===== src/rtl/half_select_consts.vh =====
// constants for the two-wire address decoder with half selection
`ifndef HALF_SELECT_CONSTS_VH
`define HALF_SELECT_CONSTS_VH
`define TYPE_ARRAY      4'hA
`define TYPE_HALF       4'h6
`define CMD_HALF_LOW    8'h6C
`define CMD_HALF_HIGH   8'h6E
`define CMD_HALF_QUERY  8'h6D
`define HALF_RESET      1'b0
`define HALF_DATA_BYTES 2'h2
`define BIT_LAST        4'h7
`define BYTE_BITS       4'h8
`define RESET_CLOCKS    4'h9
`endif


===== src/rtl/eeprom_addr_decode.v =====
// two-wire target: device address decode, half select and half query
`timescale 1ns/1ns
`include "half_select_consts.vh"

// Summary of operation
// - bits 7..4 select array or half functions
// - bits 3..1 must match three strap inputs for array access; half codes are compared as whole bytes
// - bit 0 selects read or write
// - ack matching address, nack otherwise
// - one-bit half selection picks 256-byte half
// - 6Ch clears half, 6Eh sets half
// - ack both bytes after half select
// - 6Dh acks if lower, nacks if upper
// - send two arbitrary bytes after query
// - half selection zero after power-up
// - protocol reset clears half selection
// - receiver drives zero on ninth clock
module eeprom_addr_decode (
  // clock, reset, enable
  input  wire       mclk,
  input  wire       rst,
  input  wire       ce,
  // bus pins
  input  wire       scl_in,
  input  wire       sda_in,
  output wire       sda_out,
  output wire       sda_oe_n,
  // straps and elevated voltage detect
  input  wire       strap_input_0,
  input  wire       strap_input_1,
  input  wire       strap_input_2,
  input  wire       elevated_program_voltage,
  // array side
  input  wire [7:0] word_addr,
  output reg  [8:0] array_addr,
  output reg        array_selected,
  output reg        array_read,
  output reg        half_sel
);

  localparam ST_IDLE  = 4'b0001;
  localparam ST_ADDR  = 4'b0010;
  localparam ST_RX    = 4'b0100;
  localparam ST_TX    = 4'b1000;

  reg [2:0] scl_sync;
  reg [2:0] sda_sync;
  reg       scl_q;
  reg       sda_q;
  reg [3:0] state_reg;
  reg [7:0] shift_reg;
  reg [3:0] bit_reg;
  reg [3:0] idle_cnt_reg;
  reg       ack_phase_reg;
  reg       drive_low_reg;
  reg [1:0] data_cnt_reg;
  reg       query_reg;
  reg       half_cmd_reg;
  reg       ack_value_reg;

  // filtered levels: change accepted once stages two and three agree
  wire scl_f = (scl_sync[1] == scl_sync[2]) ? scl_sync[2] : scl_q;
  wire sda_f = (sda_sync[1] == sda_sync[2]) ? sda_sync[2] : sda_q;
  wire scl_rise = scl_f & ~scl_q;
  wire scl_fall = ~scl_f & scl_q;
  wire start_c  = scl_f & scl_q & sda_q & ~sda_f;
  wire stop_c   = scl_f & scl_q & ~sda_q & sda_f;

  wire [7:0] addr_byte = {shift_reg[6:0], sda_f};

  // count of the last data byte after a half command
  wire [1:0] last_data = `HALF_DATA_BYTES - 2'h1;

  // half select and half query codes
  function is_half_code;
    input [7:0] b;
    begin
      is_half_code = (b == `CMD_HALF_LOW) || (b == `CMD_HALF_HIGH) || (b == `CMD_HALF_QUERY);
    end
  endfunction

  // device address match function
  function addr_match;
    input [7:0] b;
    input [2:0] straps;
    input       hv;
    begin
      addr_match = 1'b0;
      if (b[7:4] == `TYPE_ARRAY && b[3:1] == straps)
        addr_match = 1'b1;
      if (is_half_code(b) && hv)
        addr_match = 1'b1;
    end
  endfunction

  wire [2:0] straps = {strap_input_2, strap_input_1, strap_input_0};

  // address byte accepted by this device
  wire addr_ok = addr_match(addr_byte, straps, elevated_program_voltage);

  assign sda_out  = 1'b0;
  assign sda_oe_n = ~drive_low_reg;

  always @(posedge mclk or posedge rst) begin
    if (rst) begin
      scl_sync       <= 3'h7;
      sda_sync       <= 3'h7;
      scl_q          <= 1'b1;
      sda_q          <= 1'b1;
      state_reg      <= ST_IDLE;
      shift_reg      <= 8'h00;
      bit_reg        <= 4'h0;
      idle_cnt_reg   <= 4'h0;
      ack_phase_reg  <= 1'b0;
      drive_low_reg  <= 1'b0;
      data_cnt_reg   <= 2'h0;
      query_reg      <= 1'b0;
      half_cmd_reg   <= 1'b0;
      ack_value_reg  <= 1'b0;
      half_sel       <= `HALF_RESET;
      array_addr     <= 9'h000;
      array_selected <= 1'b0;
      array_read     <= 1'b0;
    end else if (ce) begin
      scl_sync <= {scl_sync[1:0], scl_in};
      sda_sync <= {sda_sync[1:0], sda_in};
      scl_q    <= scl_f;
      sda_q    <= sda_f;
      array_addr <= {half_sel, word_addr};
      // idle clock run is only counted while no transfer is open
      if (state_reg != ST_IDLE)
        idle_cnt_reg <= 4'h0;
      if (start_c) begin
        // start: restart the address phase
        state_reg      <= ST_ADDR;
        bit_reg        <= 4'h0;
        idle_cnt_reg   <= 4'h0;
        ack_phase_reg  <= 1'b0;
        drive_low_reg  <= 1'b0;
        array_selected <= 1'b0;
        query_reg      <= 1'b0;
        half_cmd_reg   <= 1'b0;
      end else if (stop_c) begin
        // stop: back to idle
        state_reg      <= ST_IDLE;
        idle_cnt_reg   <= 4'h0;
        drive_low_reg  <= 1'b0;
        array_selected <= 1'b0;
      end else if (state_reg == ST_IDLE) begin
        drive_low_reg <= 1'b0;
        // a run of idle clocks with data high is a protocol reset
        if (scl_rise && sda_f) begin
          if (idle_cnt_reg == `RESET_CLOCKS - 4'h1)
            half_sel <= `HALF_RESET;
          else
            idle_cnt_reg <= idle_cnt_reg + 4'h1;
        end else if (scl_rise) begin
          idle_cnt_reg <= 4'h0;
        end
      end else if (scl_rise && !ack_phase_reg) begin
        // bit counter and shift register
        shift_reg <= addr_byte;
        if (state_reg == ST_ADDR && bit_reg == `BIT_LAST) begin
          // address byte complete
          if (addr_ok) begin
            if (addr_byte == `CMD_HALF_LOW)
              half_sel <= 1'b0;
            else if (addr_byte == `CMD_HALF_HIGH)
              half_sel <= 1'b1;
            half_cmd_reg   <= is_half_code(addr_byte) & ~addr_byte[0];
            query_reg      <= (addr_byte == `CMD_HALF_QUERY);
            array_selected <= (addr_byte[7:4] == `TYPE_ARRAY);
            array_read     <= addr_byte[0];
            // query answers ack for lower half, nack for upper
            ack_value_reg  <= (addr_byte == `CMD_HALF_QUERY) ? ~half_sel : 1'b1;
          end else begin
            ack_value_reg  <= 1'b0;
            state_reg      <= ST_IDLE;
          end
        end
        bit_reg <= bit_reg + 4'h1;
      end else if (scl_rise && state_reg == ST_TX) begin
        // query data ends after two bytes, a read ends on controller nack
        if (query_reg ? (data_cnt_reg == last_data) : sda_f)
          state_reg <= ST_IDLE;
      end else if (scl_fall) begin
        if (!ack_phase_reg && bit_reg == `BYTE_BITS) begin
          // eighth fall: answer bit begins, transmitter has released
          ack_phase_reg <= 1'b1;
          bit_reg       <= 4'h0;
          drive_low_reg <= (state_reg == ST_TX) ? 1'b0 :
                           (state_reg == ST_ADDR) ? ack_value_reg : 1'b1;
        end else if (ack_phase_reg) begin
          // ninth fall: answer released, next phase chosen
          ack_phase_reg <= 1'b0;
          drive_low_reg <= 1'b0;
          if (state_reg == ST_ADDR) begin
            data_cnt_reg <= 2'h0;
            if (query_reg || (array_selected && array_read))
              state_reg <= ST_TX;
            else if (half_cmd_reg || array_selected)
              state_reg <= ST_RX;
            else
              state_reg <= ST_IDLE;
          end else begin
            data_cnt_reg <= data_cnt_reg + 2'h1;
            if (half_cmd_reg && data_cnt_reg == last_data)
              state_reg <= ST_IDLE;
          end
        end else begin
          // data bits: sda stays released
          drive_low_reg <= 1'b0;
        end
      end
    end
  end

endmodule // eeprom_addr_decode


===== config.mk =====
export PLATFORM = sky130hd
export DESIGN_NAME = eeprom_addr_decode
export DESIGN_NICKNAME = d
export VERILOG_FILES = /design/src/rtl/eeprom_addr_decode.v
export VERILOG_INCLUDE_DIRS = /design/src /design/src/rtl
export SDC_FILE = /design/constraint.sdc
export NUM_CORES = 1
export LEC_CHECK = 0
export ABC_CLOCK_PERIOD_IN_PS = 2200
export BUFFER_PORTS_ARGS = -buffer_cell sky130_fd_sc_hd__buf_2
export CORE_ASPECT_RATIO = 0.5
export CORE_MARGIN = 8
export CORE_UTILIZATION = 58
export DETAILED_ROUTE_END_ITERATION = 6
export PLACE_DENSITY = 0.79
export SYNTH_ARGS = -nofsm -noshare
export SYNTH_HDL_FRONTEND = slang
export SYNTH_SLANG_ARGS = --single-unit

===== constraint.sdc =====
create_clock -name mclk -period 2.2 [get_ports mclk]
set_input_delay 0.33 -clock mclk [delete_from_list [all_inputs] [get_ports mclk]]
set_output_delay 0.33 -clock mclk [all_outputs]
set_load 0.1 [all_outputs]

======== Word level (Yosys, flattened, before mapping) ========
Index checks and enable logic that the tools add are counted.
storage, ports and cells
  output and inout bits ................... 14
  input port bits ......................... 17
  word-level logic and storage cells ...... 191
  flip-flop bits (word level) ............. 46
cells by class
  add/sub/neg operators ................... 3
  reduce and logical (&&, ||, !) cells .... 42
  bitwise logic cells ..................... 20
  equal/unequal tests ..................... 29
  multiplexer cells ....................... 79
operators with widths
  kind                 number
  $mux 4               28
  $mux 1               49
  $reduce_and 9->1     3
  $eq 8x7->1 const B   3
  $reduce_and 6->1     4
  $reduce_bool 3->1    6
  $eq 4x4->1 const B   4
  $reduce_bool 2->1    7
  $ne 4x4->1 const B   3
  $not 1->1            12
  $reduce_and 5->1     2
  $reduce_bool 5->1    2
  $logic_and 1x1->1    9
  $add 4x1->4 const B  2
  $and 1x1->1          8
  $ne 2x2->1 const B   4
  $reduce_and 7->1     1
  $ne 3x3->1 const B   2
  $reduce_bool 6->1    1
  $ne 5x4->1 const B   1
  $ne 5x5->1 const B   1
  $eq 4x1->1 const B   1
  $eq 4x2->1 const B   1
  $eq 4x3->1 const B   1
  other kinds (13)     18

======== Logic depth before layout (Yosys ltp) ========
  word-level depth ........................ 13
  gate-level depth with buffers ........... 7

======== Worst setup path before layout ========
No wires, ideal clock.
  kind .................................... register to register
  start ................................... register sda_q
  end ..................................... register bit_reg[3]
  buffers on the path ..................... 0
  cell stages (with the launch flop) ...... 6
  data required time ...................... 2068 ps
  period minus slack after synthesis ...... 1796 ps
  arrival ................................. 1664 ps
  setup slack ............................. 404 ps
  cells stage by stage .................... dfstp_2 > or3b_4 > or2_1 > and3_1 > o31ai_1 > o31ai_1
between the ends
  word-level cells in the longest chain between the ends .. 5
  elaborated cells on any way between the ends .. 14
  classes of those cells .................. 3 x eq/ne; 2 x mux; 6 x bitwise; 3 x reduce/logical
RTL lines
  item                                             line                                              source
  from (decl)                                      eeprom_addr_decode.v:49                           reg sda_q;
  from (signal assigned)                           eeprom_addr_decode.v:109                          sda_q <= 1'b1;
  from (signal assigned)                           eeprom_addr_decode.v:128                          sda_q <= sda_f;
  $mux 1 / $not 1->1 (equally long branches)       eeprom_addr_decode.v:63, eeprom_addr_decode.v:67
  $not 1->1 / $and 1x1->1 (equally long branches)  eeprom_addr_decode.v:66, eeprom_addr_decode.v:67
  $and 1x1->1 (on tied branches)                   eeprom_addr_decode.v:66, eeprom_addr_decode.v:67
  $ne 3x3->1 (no line) (tied with other cells)     n/a
  $reduce_and 6->1 (no line)                       n/a
  to (signal assigned)                             eeprom_addr_decode.v:181                          bit_reg <= bit_reg + 4'h1;
  to (decl)                                        eeprom_addr_decode.v:52                           reg [3:0] bit_reg;
Several ways; a longest one is shown, not always the timed one.
A chain may end at the register's enable or synchronous reset.

======== Worst setup path in the final report ========
  start ................................... register state_reg[0]
  end ..................................... register ack_value_reg
between the ends
  word-level cells in the longest chain between the ends .. 3
  elaborated cells on any way between the ends .. 5
  classes of those cells .................. 2 x eq/ne; 1 x bitwise; 2 x reduce/logical
RTL lines
  item                                                             line                                                source
  from (decl)                                                      eeprom_addr_decode.v:50                             reg [3:0] state_reg;
  from (signal assigned)                                           eeprom_addr_decode.v:110                            state_reg <= ST_IDLE;
  from (signal assigned)                                           eeprom_addr_decode.v:135                            state_reg <= ST_ADDR;
  from (signal assigned)                                           eeprom_addr_decode.v:145                            state_reg <= ST_IDLE;
  $eq 4x2->1 / $eq 4x1->1 (equally long branches)                  eeprom_addr_decode.v:163, eeprom_addr_decode.v:149
  $logic_and 1x1->1 (no line) / $not 1->1 (equally long branches)  n/a
  $reduce_and 6->1 (no line) *                                     n/a
  to (signal assigned)                                             eeprom_addr_decode.v:175                            ack_value_reg <= (addr_byte == `CMD_HALF_QUERY) ? ~half_sel : 1'b1;
  to (decl)                                                        eeprom_addr_decode.v:59                             reg ack_value_reg;
Every way passes the cells marked *; elsewhere a longest branch is shown, timed or not.

==> impl_metrics.csv <==
group,metric,value,unit
status,status,"completed",
setup_path,crit_path_max_fanout,9,
grt,grt_start_max_net_pins,47,
pwr,worst_vdd_rail_ir_drop,0.000644,V
yosys,synth_ff_type,"dfrtp_1",
timing,max_freq,0.491,GHz
die,placement_rows,17,
clock_network,cts_made_buffers,5,
yosys,synthesis.nets,265,
grt,grt_antenna_before_repair,0,
final_layout,num-nets-final,298,
yosys,syn-cell-area,2610,sq um
setup_path,number_of_buffers_and_inverters_on_the_critical_path,0,
route,detail_route.drc_violations,0,
placement,post-dp-hpwl,4370,microns
die,num_io_pins,31,
timing,timing_worst_slew_pin_value,0.561,ns
yosys,synthCells,243,
route,detail_route.first_pass.iterations,5,
setup_path,worstSetupPathType,"flop to flop",
clock_network,root_buffer,"clkbuf_8",
route,num_vias,2071,
pwr,cellPowerDensity,928,nW/um^2
grt,grt_remaining_overflow,0,
yosys,synth_seq_area_share,44.6,%
final_layout,share_of_the_core_filled_with_cells_in_the_final_layout,66.7,%
timing,fin_ws,0.162,ns
setup_path,critical_path.cell_chain,"or4b_1 > nand2_4 > nor2_4 > nand2_1 > mux2_1",
final_layout,layout-drive-gt1-share,31.4,%
yosys,yosys_register_bits,46,
min_path,hp-class,"input pin to async pin",
timing,final.period_utilization,92.7,%
yosys,synthesis.yosys.warnings,0,
die,fp.dieW,111,microns
placement,dpl_cell_area,2820,sq um
yosys,synth.top_cells.by_area,"dfrtp_1, dfstp_2, mux2_2",
setup_path,crit_path_top_delay_cell,"or4b_1",
timing,max_slew_margin,62.6,%
final_layout,diodes,0,
pwr,leakage,1.24,nW
yosys,post-synth-top-area-fraction,35.5,%
clock_network,cts_num_sinks,46,
setup_path,worst-endpoint-required,2.39,ns
timing,hold_viol,0,
yosys,yosysUniqueCellTypes,68,
clock_network,path_clk_slew,0.09,ns
route,detail_route.wl_per_cell,17.2,microns
setup_path,worstSetupStartpointType,"flop",
clock_network,cts_hold_buf,0,
setup_path,top_delay_family_on_crit_path,"simple AND/OR/NAND/NOR gates",
route,antenna_violating_nets_post_route,0,
timing,hold_ws,0.159,ns
pwr,total_power,2.70,mW
die,floorplan.die_area,7030,sq um
final_layout,area.growth.synth_to_final,11.6,%
clock_network,clk_latency,0.30,ns
die,core_region_area,4360,sq um
timing,clock_skew,0.0113,ns
route,first_iter_violations,172,
route,routed_wl,5750,microns
die,initial_core_util,59.8,%
placement,place_congestion,0.949,
route,route.detailed.vias_per_inst,6.20,
die,die-height,63.4,microns
setup_path,timing.critical_path.slowest_cell_delay,0.65,ns
grt,grt_first_pass_wirelength,9800,microns
job,drv.max_cap_violation_count,0,
timing,setup_viol,0,
final_layout,finalNonFillerCells,334,
placement,portBuffers,29,
clock_network,post-cts-setup-buffer-count,0,
timing,post_layout_min_period,2.04,ns
grt,gr-usage-all-layers,16.8,%
placement,pre_cts_slack,0.160,ns
yosys,synth_area_leader_cell,"dfrtp_1",
clock_network,resize_count_post_cts,0,
setup_path,setup.worst_path.end_class,"flop",
setup_path,critical_path_depth,5,
yosys,synth_enable_flop_cells,0,
clock_network,h-tree-depth,2,
yosys,avgSynthCellArea,10.7,sq um
setup_path,cp.arrival,2.23,ns
yosys,async_flop_share,100,%
clock_network,cts_tree,"built",
timing,finalMaxSlewViolations,0,
placement,place.detailed.instances,326,
timing,rsz0062_at_grt,"no",
final_layout,fin_area,2910,sq um
final_layout,largest_reg_flops,9,
clock_network,cts-root-to-sink-buffers,2,
grt,vias_in_the_first_global_route,2028,
timing,fin_setup_tns,0,ns
setup_path,rr_worst_depth,5,
## routing by layer
metal	wire [microns]	global-route usage, %	up-vias
met4	75	6.34	0
li1	-	-	952
met5	0	0	-
met3	474	5.10	7
met2	2540	25.5	94
met1	2660	21.9	1018
## cell usage in the layout (no fill, tap or decap), types with 7 or more instances in the layout
| master | instances |
|---|---|
| dfrtp_1 | 37 |
| inv_1 | 9 |
| buf_2 | 29 |
| mux2_2 | 15 |
| nor2_1 | 11 |
| o21ai_0 | 14 |
| a21oi_1 | 9 |
| dfstp_2 | 9 |
| nand2_1 | 30 |
| nand3_1 | 7 |
## cells in the mapped netlist (all sizes together) (2+ instances only)
cell type   n
nand4       2
ha          5
nand3       8
nor4b       2
o211ai      4
mux2       19
nor2b       2
o2bb2ai     2
nor3b       3
mux2i       2
dfstp       9
nand3b      3
and3b       2
dfrtp      37
nor2       14
o21a        2
a21oi      11
and3        2
inv        10
xor2        3
a21o        2
o21ai      18
buf         7
a22o        4
or3         2
o31ai       6
nor4        3
a211o       2
nor3        3
nand2      31
## layout make-up
cell class	count	area, sq um
multi-input combinational	179	1370
tap	57	71.3
fill	327	1450
sequential	46	1160
timing repair buffer	34	183
clock inverter	2	10.0
clock buffer	6	72.6
inverter	10	37.5
## cell families (layout without fill, tap and decap cells)
group | Yosys count | in the layout | share of synthesized area [%]
multiplexers | 21 | 21 | 8.97
AO/OA/AOI/OAI | 58 | 58 | 16.7
adder cells (fa/ha/maj) | 6 | 6 | 2.78
AND/OR/NAND/NOR | 90 | 90 | 22.7
other | 1 | 1 | 0.144
XOR/XNOR | 3 | 3 | 1.01
buffers and inverters | 18 | 52 | 3.07
flip-flops | 46 | 46 | 44.6
## power breakdown
group / switching (mW) / internal (mW) / total, mW / leakage [nW]
clock: 0.280 / 0.221 / 0.501 / 0.0450
combinational: 0.613 / 0.366 / 0.980 / 0.626
sequential: 0.192 / 1.03 / 1.22 / 0.567
## tightest hold or removal path: stages
cell and delay (ns):
buf_2 0.10, clkinv_1 0.04, buf_4 0.47
## final timing paths
kind / start / endpoint / slack (ns)
worst min register to register: scl_sync[0] / scl_sync[1] / 0.50
worst min-delay path: rst / array_addr[5] / 0.16
max in group asynchronous: rst / scl_sync[0] / 1.65
worst max register to register: state_reg[0] / ack_value_reg / 0.16
worst max-delay path: state_reg[0] / ack_value_reg / 0.16
min in group mclk: word_addr[5] / array_addr[5] / 0.26
No activity file was read; power rests on OpenSTA's default activity.
